<file path="config.mk">
export PLATFORM = sky130hd
export DESIGN_NAME = wdog_core
export DESIGN_NICKNAME = d
export VERILOG_FILES = /design/src/design/wdog_pkg.sv /design/src/design/wdog_timer_if.sv /design/src/design/wdog_core.sv /design/src/design/wdog_timer.sv
export SDC_FILE = /design/constraint.sdc
export NUM_CORES = 1
export LEC_CHECK = 0
export BUFFER_PORTS_ARGS = -buffer_cell sky130_fd_sc_hd__buf_4
export CAP_MARGIN = 20
export CORE_UTILIZATION = 55
export DETAILED_ROUTE_END_ITERATION = 12
export GPL_TIMING_DRIVEN = 1
export HOLD_SLACK_MARGIN = 0.03
export PLACE_DENSITY = 0.87
export SYNTH_ARGS = -nofsm -noshare
export SYNTH_HDL_FRONTEND = slang
export SYNTH_HIERARCHICAL = 1
export SYNTH_SLANG_ARGS = --single-unit
</file>
<file path="constraint.sdc">
create_clock -name clock -period 8.3 [get_ports clock]
set_input_delay 0.83 -clock clock [delete_from_list [all_inputs] [get_ports clock]]
set_output_delay 0.83 -clock clock [all_outputs]
set_load 0.01 [all_outputs]
</file>
<file path="src/design/wdog_pkg.sv">
// Constants shared by the process data watchdog and its millisecond timer.
// Assumes a 100 MHz clock and 16-bit register words.
package wdog_pkg;
    // ********************************************
    // Clock and timing
    // ********************************************
    localparam int unsigned CLK_PERIOD_NS = 10;
    localparam int unsigned MS_NS = 1000000;
    localparam int unsigned CYCLES_PER_MS = MS_NS / CLK_PERIOD_NS;
    localparam logic [15:0] TIMEOUT_RESET_MS = 16'h01F4;
    localparam logic [15:0] TIMEOUT_MIN_MS = 16'h00C8;
    localparam logic [15:0] TIMEOUT_MAX_MS = 16'hFDE8;

    // ********************************************
    // Register word addresses
    // ********************************************
    localparam logic [15:0] ADDR_OUT_DATA = 16'h0002;
    localparam logic [15:0] ADDR_FAIL_REASON = 16'h0006;
    localparam logic [15:0] ADDR_TIMEOUT = 16'h07D0;
    localparam logic [15:0] ADDR_FAULT_MODE = 16'h07D2;
    localparam logic [15:0] ADDR_FAIL_TEST = 16'h07D4;
    localparam logic [15:0] ADDR_COMMAND = 16'h07D6;
    localparam logic [15:0] CMD_ACK = 16'h0002;

    // ********************************************
    // Fault response modes and states
    // ********************************************
    typedef enum logic [1:0] {
        MODE_STANDARD = 2'b00,
        MODE_RESET = 2'b01,
        MODE_HOLD = 2'b10
    } fault_mode_t;
    localparam fault_mode_t FAULT_MODE_RESET = MODE_RESET;

    typedef enum logic [1:0] {
        ST_INIT = 2'b00,
        ST_ARMED = 2'b01,
        ST_FAULT = 2'b10,
        ST_OFF = 2'b11
    } wd_state_t;

    // ********************************************
    // Fail reason codes
    // ********************************************
    localparam logic [15:0] REASON_TASK_START_ERROR = 16'h0001;
    localparam logic [15:0] REASON_HOST_CTRL_ERROR = 16'h0006;
    localparam logic [15:0] REASON_BYTE_IFACE_TIMEOUT = 16'h0007;
    localparam logic [15:0] REASON_HOST_TIMEOUT = 16'h0008;
    localparam logic [15:0] REASON_USER_FORCED = 16'h0009;
    localparam logic [15:0] REASON_CONNECTION_ABORTED = 16'h000A;
    localparam logic [15:0] REASON_INIT_ERROR = 16'h000B;
    localparam logic [15:0] REASON_WATCHDOG_EXPIRED = 16'h000C;
    localparam logic [15:0] REASON_FIELDBUS_TIMEOUT = 16'h000D;
endpackage

</file>
<file path="src/design/wdog_timer_if.sv">
// Control link between the watchdog core and its millisecond timer.
// Both ends sit on the same clock.
`timescale 1ns/10ps
interface wdog_timer_if;
    logic restart;
    logic run;
    logic [15:0] limit;
    logic expired;
    modport ctl (output restart, output run, output limit, input expired);
    modport tmr (input restart, input run, input limit, output expired);
endinterface

</file>
<file path="src/design/wdog_core.sv">
// Process data watchdog with fault response on the digital outputs.
// Assumes a 16-bit register port on the module clock from the protocol server.
// Contract
// - Fault mode codes: standard 0, reset 1, hold 2; reset mode after reset.
// - Standard or reset fault response drives all outputs to zero.
// - Hold fault response keeps outputs at their value at detection.
// - Fault mode written at word 2002 or byte address 4004.
// - After reset the watchdog is enabled with a 500 ms timeout.
// - Timeout 200 to 65000 ms, written at word 2000 or byte 4000.
// - Unarmed until the first output write, which arms and starts it.
// - Every output write restarts the timeout from zero.
// - Reads never arm or restart the watchdog.
// - Expiry applies fault response and sets the network fail flag.
// - Setting the flag stores a reason code at word 6, byte 12.
// - Once armed the watchdog cannot be stopped.
// - Outputs stay in fault state until the fault is acknowledged.
// - Acknowledge clears the flag and restarts the watchdog.
// - Acknowledge is command 0x0002 at word 2006 or byte 4012.
// - Timeout zero disables the watchdog, only while still unarmed.
// - Codes 0x000C expiry, 0x000D fieldbus, 0x0007 byte iface, 0x0008 host.
// - Codes 0x0001-0x0006 internal, 0x0009 user, 0x000A abort, 0x000B init.
`timescale 1ns/10ps
module wdog_core #(
    parameter int unsigned CYC_PER_MS = wdog_pkg::CYCLES_PER_MS
) (
    // Clock and reset
    input wire logic clock,
    input wire logic rst,
    // Register port
    input wire logic reg_wr,
    input wire logic reg_rd,
    input wire logic reg_byte_mode,
    input wire logic [15:0] reg_addr,
    input wire logic [15:0] reg_wdata,
    output logic [15:0] rd_data,
    output logic rd_valid,
    // Other monitors
    input wire logic mon_fail,
    input wire logic [15:0] mon_reason,
    // Outputs and status
    output logic [15:0] dig_out,
    output logic network_fail_flag
);
    // ********************************************
    // Address decode
    // ********************************************
    // Byte addresses are twice the word address; odd ones hit nothing
    function automatic logic hit(input logic [15:0] addr, input logic bmode,
                                 input logic [15:0] word);
        hit = bmode ? (addr == {word[14:0], 1'b0}) : (addr == word);
    endfunction

    wire wr_out = reg_wr && hit(reg_addr, reg_byte_mode, wdog_pkg::ADDR_OUT_DATA);
    wire wr_tmo = reg_wr && hit(reg_addr, reg_byte_mode, wdog_pkg::ADDR_TIMEOUT);
    wire wr_mode = reg_wr && hit(reg_addr, reg_byte_mode, wdog_pkg::ADDR_FAULT_MODE);
    wire wr_test = reg_wr && hit(reg_addr, reg_byte_mode, wdog_pkg::ADDR_FAIL_TEST);
    wire wr_cmd = reg_wr && hit(reg_addr, reg_byte_mode, wdog_pkg::ADDR_COMMAND);
    wire ack = wr_cmd && (reg_wdata == wdog_pkg::CMD_ACK);

    // ********************************************
    // Registers and state
    // ********************************************
    wdog_pkg::wd_state_t state_r, state_nxt;
    wdog_pkg::fault_mode_t mode_r;
    logic [15:0] timeout_r;
    logic [15:0] reason_r;
    logic [15:0] shadow_r;
    logic [15:0] dout_r;
    logic [15:0] cmd_r;
    logic flag_r;
    logic [15:0] rdata_r;
    logic rvalid_r;

    // Timer link; the core owns restart, run and limit
    wdog_timer_if tif ();

    // Timeout value checks
    wire tmo_zero = (reg_wdata == 16'h0000);
    wire tmo_ok = (reg_wdata >= wdog_pkg::TIMEOUT_MIN_MS) &&
                  (reg_wdata <= wdog_pkg::TIMEOUT_MAX_MS);
    wire unarmed = (state_r == wdog_pkg::ST_INIT) || (state_r == wdog_pkg::ST_OFF);
    wire tmo_take = wr_tmo && (tmo_ok || (tmo_zero && unarmed));
    wire mode_ok = (reg_wdata <= 16'h0002);

    // Fault sources; the watchdog expiry wins over other monitors
    wire wd_expire = (state_r == wdog_pkg::ST_ARMED) && tif.expired;
    wire fail_evt = wd_expire || mon_fail || wr_test;
    wire [15:0] reason_nxt = wd_expire ? wdog_pkg::REASON_WATCHDOG_EXPIRED :
                             mon_fail ? mon_reason :
                             wdog_pkg::REASON_USER_FORCED;

    // ********************************************
    // Watchdog state machine
    // ********************************************
    // A fault taken in the same cycle as an acknowledge is kept
    always_comb
    begin
        state_nxt = state_r;
        unique case (state_r)
            wdog_pkg::ST_INIT:
            begin
                if (fail_evt)
                    state_nxt = wdog_pkg::ST_FAULT;
                else if (tmo_take && tmo_zero)
                    state_nxt = wdog_pkg::ST_OFF;
                else if (wr_out)
                    state_nxt = wdog_pkg::ST_ARMED;
            end
            wdog_pkg::ST_ARMED:
            begin
                if (fail_evt)
                    state_nxt = wdog_pkg::ST_FAULT;
            end
            wdog_pkg::ST_FAULT:
            begin
                if (ack && !fail_evt)
                    state_nxt = (timeout_r == 16'h0000) ? wdog_pkg::ST_OFF :
                                wdog_pkg::ST_ARMED;
            end
            wdog_pkg::ST_OFF:
            begin
                if (fail_evt)
                    state_nxt = wdog_pkg::ST_FAULT;
                else if (tmo_take && !tmo_zero)
                    state_nxt = wdog_pkg::ST_INIT;
            end
        endcase
    end

    always_ff @(posedge clock)
    begin
        if (rst)
            state_r <= wdog_pkg::ST_INIT;
        else
            state_r <= state_nxt;
    end

    // ********************************************
    // Timer control
    // ********************************************
    // Restart on arming, on each output write, and after acknowledge
    assign tif.run = (state_r == wdog_pkg::ST_ARMED);
    assign tif.restart = (state_nxt == wdog_pkg::ST_ARMED) &&
                         (wr_out || state_r != wdog_pkg::ST_ARMED);
    // A limit written together with a restart is used at once
    assign tif.limit = tmo_take ? reg_wdata : timeout_r;

    wdog_timer #(.CYC_PER_MS(CYC_PER_MS)) u_timer (
        .clock(clock),
        .rst(rst),
        .tif(tif)
    );

    // ********************************************
    // Configuration registers
    // ********************************************
    always_ff @(posedge clock)
    begin
        if (rst)
        begin
            timeout_r <= wdog_pkg::TIMEOUT_RESET_MS;
            mode_r <= wdog_pkg::FAULT_MODE_RESET;
            cmd_r <= 16'h0000;
        end
        else
        begin
            // Refused values leave the old setting in place
            if (tmo_take)
                timeout_r <= reg_wdata;
            if (wr_mode && mode_ok)
                mode_r <= wdog_pkg::fault_mode_t'(reg_wdata[1:0]);
            if (wr_cmd)
                cmd_r <= reg_wdata;
        end
    end

    // ********************************************
    // Fail flag and reason
    // ********************************************
    // Set beats acknowledge when both land in one cycle
    always_ff @(posedge clock)
    begin
        if (rst)
        begin
            flag_r <= 1'b0;
            reason_r <= 16'h0000;
        end
        else if (fail_evt)
        begin
            flag_r <= 1'b1;
            reason_r <= reason_nxt;
        end
        else if (ack && state_r == wdog_pkg::ST_FAULT)
            flag_r <= 1'b0;
    end

    // ********************************************
    // Output data path
    // ********************************************
    // Writes during a fault land in the shadow and show after acknowledge
    wire entering_fault = (state_r != wdog_pkg::ST_FAULT) &&
                          (state_nxt == wdog_pkg::ST_FAULT);
    wire clear_outs = (mode_r != wdog_pkg::MODE_HOLD);
    wire [15:0] shadow_nxt = wr_out ? reg_wdata : shadow_r;

    always_ff @(posedge clock)
    begin
        if (rst)
        begin
            shadow_r <= 16'h0000;
            dout_r <= 16'h0000;
        end
        else
        begin
            shadow_r <= shadow_nxt;
            // Hold keeps the value last driven, not the shadow
            if (entering_fault)
                dout_r <= clear_outs ? 16'h0000 : dout_r;
            else if (state_nxt != wdog_pkg::ST_FAULT)
                dout_r <= shadow_nxt;
        end
    end

    // ********************************************
    // Read path
    // ********************************************
    // Unmapped and odd byte addresses read as zero
    wire [15:0] rd_mux =
        hit(reg_addr, reg_byte_mode, wdog_pkg::ADDR_OUT_DATA) ? shadow_r :
        hit(reg_addr, reg_byte_mode, wdog_pkg::ADDR_FAIL_REASON) ? reason_r :
        hit(reg_addr, reg_byte_mode, wdog_pkg::ADDR_TIMEOUT) ? timeout_r :
        hit(reg_addr, reg_byte_mode, wdog_pkg::ADDR_FAULT_MODE) ? {14'h0000, mode_r} :
        hit(reg_addr, reg_byte_mode, wdog_pkg::ADDR_FAIL_TEST) ? reason_r :
        hit(reg_addr, reg_byte_mode, wdog_pkg::ADDR_COMMAND) ? cmd_r : 16'h0000;

    always_ff @(posedge clock)
    begin
        if (rst)
        begin
            rdata_r <= 16'h0000;
            rvalid_r <= 1'b0;
        end
        else
        begin
            rvalid_r <= reg_rd;
            if (reg_rd)
                rdata_r <= rd_mux;
        end
    end

    assign rd_data = rdata_r;
    assign rd_valid = rvalid_r;
    assign dig_out = dout_r;
    assign network_fail_flag = flag_r;
endmodule

</file>
<file path="src/design/wdog_timer.sv">
// Millisecond tick divider and timeout counter for the watchdog.
// Expects restart and run from the core on the same clock.
`timescale 1ns/10ps
module wdog_timer #(
    parameter int unsigned CYC_PER_MS = wdog_pkg::CYCLES_PER_MS
) (
    // Clock and reset
    input wire logic clock,
    input wire logic rst,
    // Core link
    wdog_timer_if.tmr tif
);
    logic [31:0] div_r;
    logic [15:0] ms_r;
    logic [15:0] limit_r;
    logic expired_r;
    wire tick = (div_r == CYC_PER_MS - 1);
    wire [15:0] ms_nxt = ms_r + 16'h0001;

    // ********************************************
    // Tick and count
    // ********************************************
    // Restart clears the divider too, so every interval is a full one
    always_ff @(posedge clock)
    begin
        if (rst || tif.restart || !tif.run)
        begin
            div_r <= 32'h00000000;
            ms_r <= 16'h0000;
            expired_r <= 1'b0;
            if (rst)
                limit_r <= wdog_pkg::TIMEOUT_RESET_MS;
            else if (tif.restart)
                limit_r <= tif.limit;
        end
        else
        begin
            div_r <= tick ? 32'h00000000 : div_r + 32'h00000001;
            ms_r <= tick ? ms_nxt : ms_r;
            expired_r <= tick && (ms_nxt == limit_r);
        end
    end

    assign tif.expired = expired_r;
endmodule

</file>
Word level (Yosys, flattened, before mapping)
Index checks and enable logic that the tools add are counted.
W data, S select, Z words.
{"block": "word_totals", "reg_bits": 167, "input_bits": 54, "output_inout_bits": 34, "wordCells": 112}
{"block": "op_classes", "n_addsub": 2, "n_lt_le_gt_ge": 3, "eq_ne": 25, "n_mux": 31, "reduce_logical": 37}
{"operator": "$mux W16", "n": 14}
{"operator": "$eq A16 B11 Y1 const B", "n": 4}
{"operator": "$eq A16 B12 Y1 const B", "n": 4}
{"operator": "$add A32 B1 Y32 const B", "n": 1}
{"operator": "$eq A16 B2 Y1 const B", "n": 2}
{"operator": "$eq A16 B3 Y1 const B", "n": 2}
{"operator": "$eq A32 B17 Y1 const B", "n": 1}
{"operator": "$logic_not A16 Y1", "n": 2}
{"operator": "$logic_and A1 B1 Y1", "n": 18}
{"operator": "$add A16 B1 Y16 const B", "n": 1}
{"operator": "$eq A16 B16 Y1", "n": 1}
{"operator": "$eq A16 B4 Y1 const B", "n": 1}
{"operator": "$ge A16 B8 Y1 const B", "n": 1}
{"operator": "$le A16 B16 Y1 const B", "n": 1}
{"operator": "$le A16 B2 Y1 const B", "n": 1}
{"operator": "$mux W2", "n": 8}
{"operator": "$mux W1", "n": 8}
{"operator": "$pmux W2 S4", "n": 1}
{"operator": "$logic_or A1 B1 Y1", "n": 7}
{"operator": "$eq A2 B2 Y1 const B", "n": 3}
{"operator": "$ne A2 B2 Y1 const B", "n": 3}
{"operator": "$reduce_bool A2 Y1", "n": 3}
{"operator": "$eq A2 B1 Y1 const B", "n": 2}
{"operator": "$ne A2 B1 Y1 const B", "n": 2}
{"operator": "other kinds (4)", "n": 7}

Depth between registers and ports, before layout
Gate-level depths: netlist of run 1.
{"block": "logic_depth", "ltp_word": 14, "ltp_mapped": 15, "ltp_nobuf": 15}

Modules after synthesis
The synthesis of run 1 kept the hierarchy.
{"module": "wdog_core", "instances": 1, "cells_each": 527, "area_per_inst_um2": 4624.4, "seq_area_each_um2": 2042.0}
{"module": "wdog_timer", "instances": 1, "cells_each": 349, "area_per_inst_um2": 3186.8, "seq_area_each_um2": 1461.4}

Worst setup path after synthesis of run 1
Ideal clock, no wire load.
{"block": "synth_path", "path_type": "input to register", "startpoint": "input reg_byte_mode", "endpoint": "register u_timer.expired_r (netlist: u_timer/tif.expired)", "setup_time_ps": 87, "t_arrival_ps": 3953, "required_ps": 8213, "setup_slack_ps": 4260, "path_stages": 13, "n_path_buf": 0, "path_cell_list": "or4b_4 -> a211oi_4 -> nand3_4 -> o31a_1 -> o311ai_2 -> o211a_4 -> nor3_1 -> nor2_1 -> nand2_1 -> nor3_1 -> nand3_1 -> or4_1 -> nor4b_2"}
{"block": "synth_between", "elab_chain_cells": 11, "word_cells_on_any_way": 28, "classes_between": "1 x eq/ne; 12 x mux; 15 x reduce/logical"}
{"element": "start, declared", "line_no": "wdog_core.sv:32", "source": "input wire logic reg_byte_mode,"}
{"element": "$mux W1", "line_no": "wdog_core.sv:50", "source": "hit = bmode ? (addr == {word[14:0], 1'b0}) : (addr == word);"}
{"element": "$logic_and A1 B1 Y1 (on tied branches)", "line_no": "wdog_core.sv:54, wdog_core.sv:56"}
{"element": "$logic_and A1 B1 Y1 or $logic_or A1 B1 Y1 (tied branches)", "line_no": "wdog_core.sv:82, wdog_core.sv:87"}
{"element": "$logic_and A1 B1 Y1, or another cell as far along", "line_no": "wdog_core.sv:124", "source": "else if (tmo_take && !tmo_zero)"}
{"element": "$mux W2, or another cell as far along", "line_no": "wdog_core.sv:124"}
{"element": "$mux W2 (on tied branches)", "line_no": "wdog_core.sv:122, wdog_core.sv:102, wdog_core.sv:116"}
{"element": "$pmux W2 S4", "line_no": "wdog_core.sv:99", "source": "unique case (state_r)"}
{"element": "$eq A2 B1 Y1", "line_no": "wdog_core.sv:143", "source": "assign tif.restart = (state_nxt == wdog_pkg::ST_ARMED) &&"}
{"element": "$logic_and A1 B1 Y1 *", "line_no": "wdog_core.sv:143"}
{"element": "net tif.restart", "line_no": "wdog_timer_if.sv:5", "source": "logic restart;"}
{"element": "$logic_or A1 B1 Y1 * (2 in series)", "line_no": "wdog_timer.sv:26", "source": "if (rst || tif.restart || !tif.run)"}
{"element": "end signal, assigned", "line_no": "wdog_timer.sv:40", "source": "expired_r <= tick && (ms_nxt == limit_r);"}
{"element": "end, declared", "line_no": "wdog_timer.sv:16", "source": "logic expired_r;"}
Mark *: on every way through the listed nets, which the timed path passes. The rest lies on a longest branch.
A chain may end at the register's enable or synchronous reset.

Final worst setup path of run 1
Ends and elaborated chain as after synthesis.

==> flow_summary_export.csv, run 1 <==
group,metric,value,unit
power_and_ir_drop,leakage,3.31,nW
clock_network,cts_hold_buf,0,
run,max_cap_viol_count,0,
placed_design,place_inst,1108,
clock_network,postCtsSetupBuffers,0,
run_status,status,"finished, final reports clean",
setup_path,ff2ff_setup_slack,4440,ps
timing,period_needed,4360,ps
synth,syn-num-nets,936,
clock_network,cts_sinks,167,
timing,final.setup.tns,0,ps
finish,drive_above_1_share,0.182,
detailed_routing,drc,0,
finish,num_antenna_cells,0,
floorplan,die_w,121,um
timing,rsz0062_at_grt,"no",
synth,yosysWarnings,6,
synth,synth_area,0.00781,mm^2
timing,final_hold_viol_count,0,
finish,nNetsFinal,1011,
setup_path,crit_path_start_kind,"input pin",
timing,slew_headroom,0.366,
detailed_routing,num_vias,6714,
setup_path,crit_type,"in2reg",
clock_network,htree_levels,4,
synth,synth_edf_count,16,
timing,fin_skew,11.9,ps
timing,whs,465,ps
timing,report.final.setup_viol,0,
power_and_ir_drop,vdd_drop_max,0.153,mV
synth,synth_top_area_frac,0.387,
setup_path,crit_arrival,4710,ps
setup_path,critPathCaptureType,"flip-flop",
placed_design,pre_cts_ws,3530,ps
detailed_routing,drtPass1Iterations,5,
synth,ys.flop_type,"dfxtp_1",
timing,timing.final.ws_setup,3940,ps
synth,ys_seq_elements,167,
min_path,hold_class,"reg2reg",
placed_design,dpl_cell_area,0.00859,mm^2
floorplan,rows,43,
clock_network,cts_tree,"built",
grt,grt_pass1_vias,6443,
clock_network,cts_inserted_buffers,17,
floorplan,dieHeight,121,um
finish,area_growth,18.3,%
timing,max_slew.worst_pin.slew,948,ps
synth,synth_cell_types,71,
clock_network,clk_pin_slew,70,ps
finish,fin_cells,1144,
timing,min_period_over_period,0.526,
floorplan,start_util,0.563,
grt,grt_pass1_wl,31700,um
synth,synthTopCellsByArea,"dfxtp_1, mux2i_1, nor2_1",
detailed_routing,ant_nets,0,
floorplan,core_area,0.0139,mm^2
clock_network,ctsRootBufferMaster,"clkbuf_16",
synth,yosysTopAreaCell,"dfxtp_1",
detailed_routing,wire_per_inst,17.1,um
finish,fill_cells,1064,
detailed_routing,drt_iter0_markers,642,
finish,seq_area,0.00350,mm^2
finish,multi_input_area,0.00403,mm^2
clock_network,cts_buffer_depth,2,
synth,yosysSeqAreaShare,0.449,
placed_design,routabilityCongestion,0.922,
power_and_ir_drop,power_density,189,mW/mm^2
timing,slew_viol_final,0,
finish,stdcell_area,0.00924,mm^2
synth,syn_avg_cell_area,8.92,um^2
placed_design,io_buffers,87,
setup_path,required,8640,ps
timing,fmax,0.229,GHz
clock_network,insertion_delay,430,ps
detailed_routing,viasPerCell,5.87,
grt,grt_max_degree,54,
synth,async_flop_share,0,
placed_design,dp_hpwl,13200,um
detailed_routing,postRouteWirelength,19500,um
floorplan,die_area,0.0147,mm^2
synth,synthCells,876,
finish,fin_util,0.666,
grt,grt_usage,0.275,
power_and_ir_drop,total_power,1.74,mW
floorplan,ios,88,
grt,antenna_found_initial,0,
clock_network,cts_resized,0,
grt,grt_overflow_total,0,
setup_path,crit_fanout,17,
==> report_power, final <==
part / internal, mW / switching, mW / total (mW) / leakage, nW
Sequential: 0.824 / 0.00684 / 0.830 / 1.37
Clock: 0.433 / 0.371 / 0.803 / 0.293
Combinational: 0.0457 / 0.0624 / 0.108 / 1.65
Total: 1.30 / 0.440 / 1.74 / 3.31
==> cell usage after synthesis (2+ instances only) <==
master and count:
or4_1 7, buf_2 3, mux2_2 15, a21oi_1 17, o31a_1 3, mux2i_1 50, nor4_1 15, nor2b_1 25
or3_1 11, and3b_1 2, a31oi_1 6, nand3_1 34, and2_1 3, nand2_1 82, edfxtp_1 16, or2_2 14
o21ai_0 19, a221oi_1 15, dfxtp_1 151, and4_1 3, ha_1 6, nor2_1 130, xor2_1 31, o311ai_0 2
nor4_2 4, o211ai_1 3, inv_1 30, a22oi_1 14, nand4_1 20, nor3_1 35, nor3b_1 4, and3_1 7
xnor2_1 28, clkbuf_1 34
==> cells by family (layout without fill, tap and decap cells) <==
family	Yosys count	in the layout	share of synthesized area
xor gates and xnor gates	59	59	0.0662
adders and majority gates	6	6	0.00961
muxes	65	65	0.0857
and+or+nand+nor	410	410	0.263
buffers and inverters	71	159	0.0362
DFF	167	167	0.449
AOI/OAI and AO/OA	98	98	0.0903
==> worst max-delay path, stage by stage <==
cell and delay, ps:
buf_4 140, or4b_4 560, a211oi_4 360, nand3_4 170, o31a_1 310, o311ai_2 260, o211a_4 230, nor3_1 60
nor2_1 200, nand2_1 400, nor3_1 300, nand3_1 80, or4_1 520, nor4b_2 280
==> layout make-up <==
class | instances | share of cell area
multi-input combinational | 638 | 0.436
sequential | 167 | 0.379
tap | 180 | 0.0244
inverter | 30 | 0.0122
timing repair buffer | 97 | 0.0831
clock buffer | 17 | 0.0460
clock inverter | 15 | 0.0188
==> path summary, 6_finish.rpt <==
check | from | to | depth (start not counted)
min | dig_out[1] | dig_out[1] | 2
max reg2reg | state_r[1] | u_timer/tif.expired | 16
max | reg_byte_mode | u_timer/tif.expired | 14
min reg2reg | dig_out[1] | dig_out[1] | 2
==> state kept, by name, indices dropped and copies added (netlist names) <==
signal,count
cmd_r,16
dig_out,16
mode_r,2
network_fail_flag,1
rd_data,16
rd_valid,1
reason_r,16
shadow_r,16
state_r,2
timeout_r,16
u_timer/div_r,32
u_timer/limit_r,16
u_timer/ms_r,16
u_timer/tif.expired,1
==> layout by cell type, fill, tap and decap left out, types with 20 or more instances in the layout <==
master / netlist / final
nor2b_1: 25 / 25
inv_1: 30 / 30
nand2_1: 82 / 82
dfxtp_1: 151 / 151
xnor2_1: 28 / 28
mux2i_1: 50 / 50
buf_4: 1 / 95
nand4_1: 20 / 20
nor3_1: 35 / 34
nand3_1: 34 / 34
nor2_1: 130 / 129
xor2_1: 31 / 31
==> layer usage <==
layer  global-route usage  part of all wire
met2                0.458              0.47
met1                0.353              0.45
met5                    0                 0
met3               0.0583             0.061
met4               0.0949             0.019
Note: power is estimated with default switching activity, not from simulation.
==> run 2, diff against run 1 <==
CORE_UTILIZATION = 53   (was 55)
clock period = 3.95 ns   (was 8.3 ns; I/O delays follow)
==> run 2 against run 1 <==
  * Die area is 3.7% higher
  * Flip-flop and latch count stayed put
  * Non-clock buffer count is 7 higher
  * Worst hold slack worse by 270 ps
  * First-iteration DRC count is 4.7% lower
  * Clock power is 110% higher
  * Clock skew is 4.7 ps higher
  * Sequential share of layout area is 0.28 points lower
  * Critical path type unchanged
  * Critical endpoint unchanged
  * Highest routed layer unchanged
==> flow_summary_export.csv, run 2 (synthesis results as in run 1) <==
group,metric,value,unit
setup_path,crit_arrival,3980,ps
timing,slew_headroom,0.326,
clock_network,cts_resized,0,
timing,fin_skew,16.6,ps
setup_path,crit_fanout,8,
setup_path,crit_type,"in2reg",
setup_path,r2r-start,"state_r[1]",
finish,largest_register_ffs,32,
grt,grt_pass1_vias,6496,
timing,timing.final.ws_setup,311,ps
timing,report.final.setup_viol,0,
finish,top_register,"u_timer/div_r",
finish,area_growth,19.2,%
power_and_ir_drop,pwr-share-comb,0.063,
min_path,hold_class,"in2reg",
clock_network,insertion_delay,440,ps
detailed_routing,postRouteWirelength,19600,um
setup_path,crit_path_start_kind,"input pin",
timing,fmax,0.275,GHz
power_and_ir_drop,vdd_drop_max,0.382,mV
power_and_ir_drop,total_power,3.65,mW
grt,grt_max_degree,75,
grt,grt_usage,0.272,
clock_network,cts_hold_buf,0,
timing,min_period_over_period,0.921,
floorplan,dieHeight,123,um
grt,antenna_found_initial,0,
timing,rsz0062_at_grt,"no",
floorplan,core_area,0.0145,mm^2
timing,final.setup.tns,0,ps
clock_network,ctsRootBufferMaster,"clkbuf_16",
grt,met3_usage,0.0660,
finish,stdcell_area,0.00931,mm^2
power_and_ir_drop,leakage,3.34,nW
detailed_routing,drc,0,
finish,num_antenna_cells,0,
grt,grt.met1_usage,0.343,
clock_network,cts_inserted_buffers,17,
power_and_ir_drop,p_int,2.70,mW
placed_design,dp_hpwl,12900,um
min_path,whs_path_depth,3,
timing,period_needed,3640,ps
finish,nNetsFinal,1018,
detailed_routing,wire_per_inst,17.0,um
detailed_routing,drtPass1Iterations,5,
timing,max_slew.worst_pin.slew,1010,ps
setup_path,critPathCaptureType,"flip-flop",
clock_network,postCtsSetupBuffers,0,
setup_path,required,4290,ps
floorplan,start_util,0.539,
min_path,worstHoldStart,"mon_reason[9]",
clock_network,cts_buffer_depth,2,
floorplan,die_w,123,um
power_and_ir_drop,netSwitchingPower,0.948,mW
setup_path,ff2ff_setup_slack,330,ps
setup_path,rr_worst_depth,15,
floorplan,die_area,0.0152,mm^2
placed_design,place_inst,1123,
power_and_ir_drop,power_density,392,mW/mm^2
min_path,hold_end,"reason_r[9]",
timing,slew_viol_final,0,
timing,whs,194,ps
detailed_routing,drt_iter0_markers,612,
floorplan,rows,44,
clock_network,clk_pin_slew,70,ps
detailed_routing,ant_nets,0,
placed_design,dpl_cell_area,0.00869,mm^2
finish,final_cell_mix,"dfxtp_1, nor2_1, buf_4",
run_status,status,"finished, final reports clean",
clock_network,cts_sinks,167,
grt,grt_pass1_wl,32200,um
placed_design,pre_cts_ws,-11.8,ps
run,max_cap_viol_count,0,
finish,fin_cells,1155,
timing,final_hold_viol_count,0,
grt,met2_usage,0.447,
detailed_routing,num_vias,6818,
power_and_ir_drop,sw_frac_of_total,0.260,
finish,fin_util,0.643,
setup_path,startpoint,"reg_byte_mode",
clock_network,cts_tree,"built",
power_and_ir_drop,seqPwrFrac,0.478,
power_and_ir_drop,p_clk_frac,0.459,
clock_network,htree_levels,4,
finish,layout_commonest_cell,"dfxtp_1",
finish,drive_above_1_share,0.188,
floorplan,ios,88,
placed_design,routabilityCongestion,0.942,
grt,busiest_layer,"met2",
detailed_routing,viasPerCell,5.90,
placed_design,io_buffers,87,
setup_path,regToRegEndpoint,"u_timer/tif.expired",
grt,grt_overflow_total,0,
## run 2: final cells by class
type / count / area [um^2]
repair buffers: 104 / 806
flip-flops and latches: 167 / 3500
well taps: 184 / 230
fillers: 1142 / 5170
multi-input cells: 638 / 4040
inverters: 30 / 113
clock buffers: 18 / 439
clock inverters: 14 / 178
## run 2: worst max path at each step
stage	end
2_1_floorplan	u_timer/tif.expired
3_3_place_gp	u_timer/tif.expired
3_5_place_dp	u_timer/tif.expired
4_1_cts	u_timer/tif.expired
5_1_grt	u_timer/tif.expired
6_report	u_timer/tif.expired
## run 2: layer usage
metal	up-vias	share of wire
met5	-	0
met3	44	0.062
li1	3239	-
met1	3242	0.43
met4	0	0.025
met2	293	0.49
## run 2: critical path, stage by stage
cell,delay [ps]
buf_4,140
or4b_4,540
a211oi_4,380
nand3_4,180
nor4_2,360
a31oi_1,150
a21oi_2,250
nor3_1,100
nor2_1,210
nand2_1,110
nor3_1,240
nand3_1,100
or4_1,530
nor4b_2,280
## run 2: power groups by stage
stage               Sequential (mW)  Clock [mW]  Combinational [mW]
detailed placement             1.78           0               0.225
global placement               1.78           0               0.222
global route                   1.75        1.77               0.248
CTS                            1.74        1.70               0.228
finish                         1.74        1.68               0.232
floorplan                      1.78           0               0.117
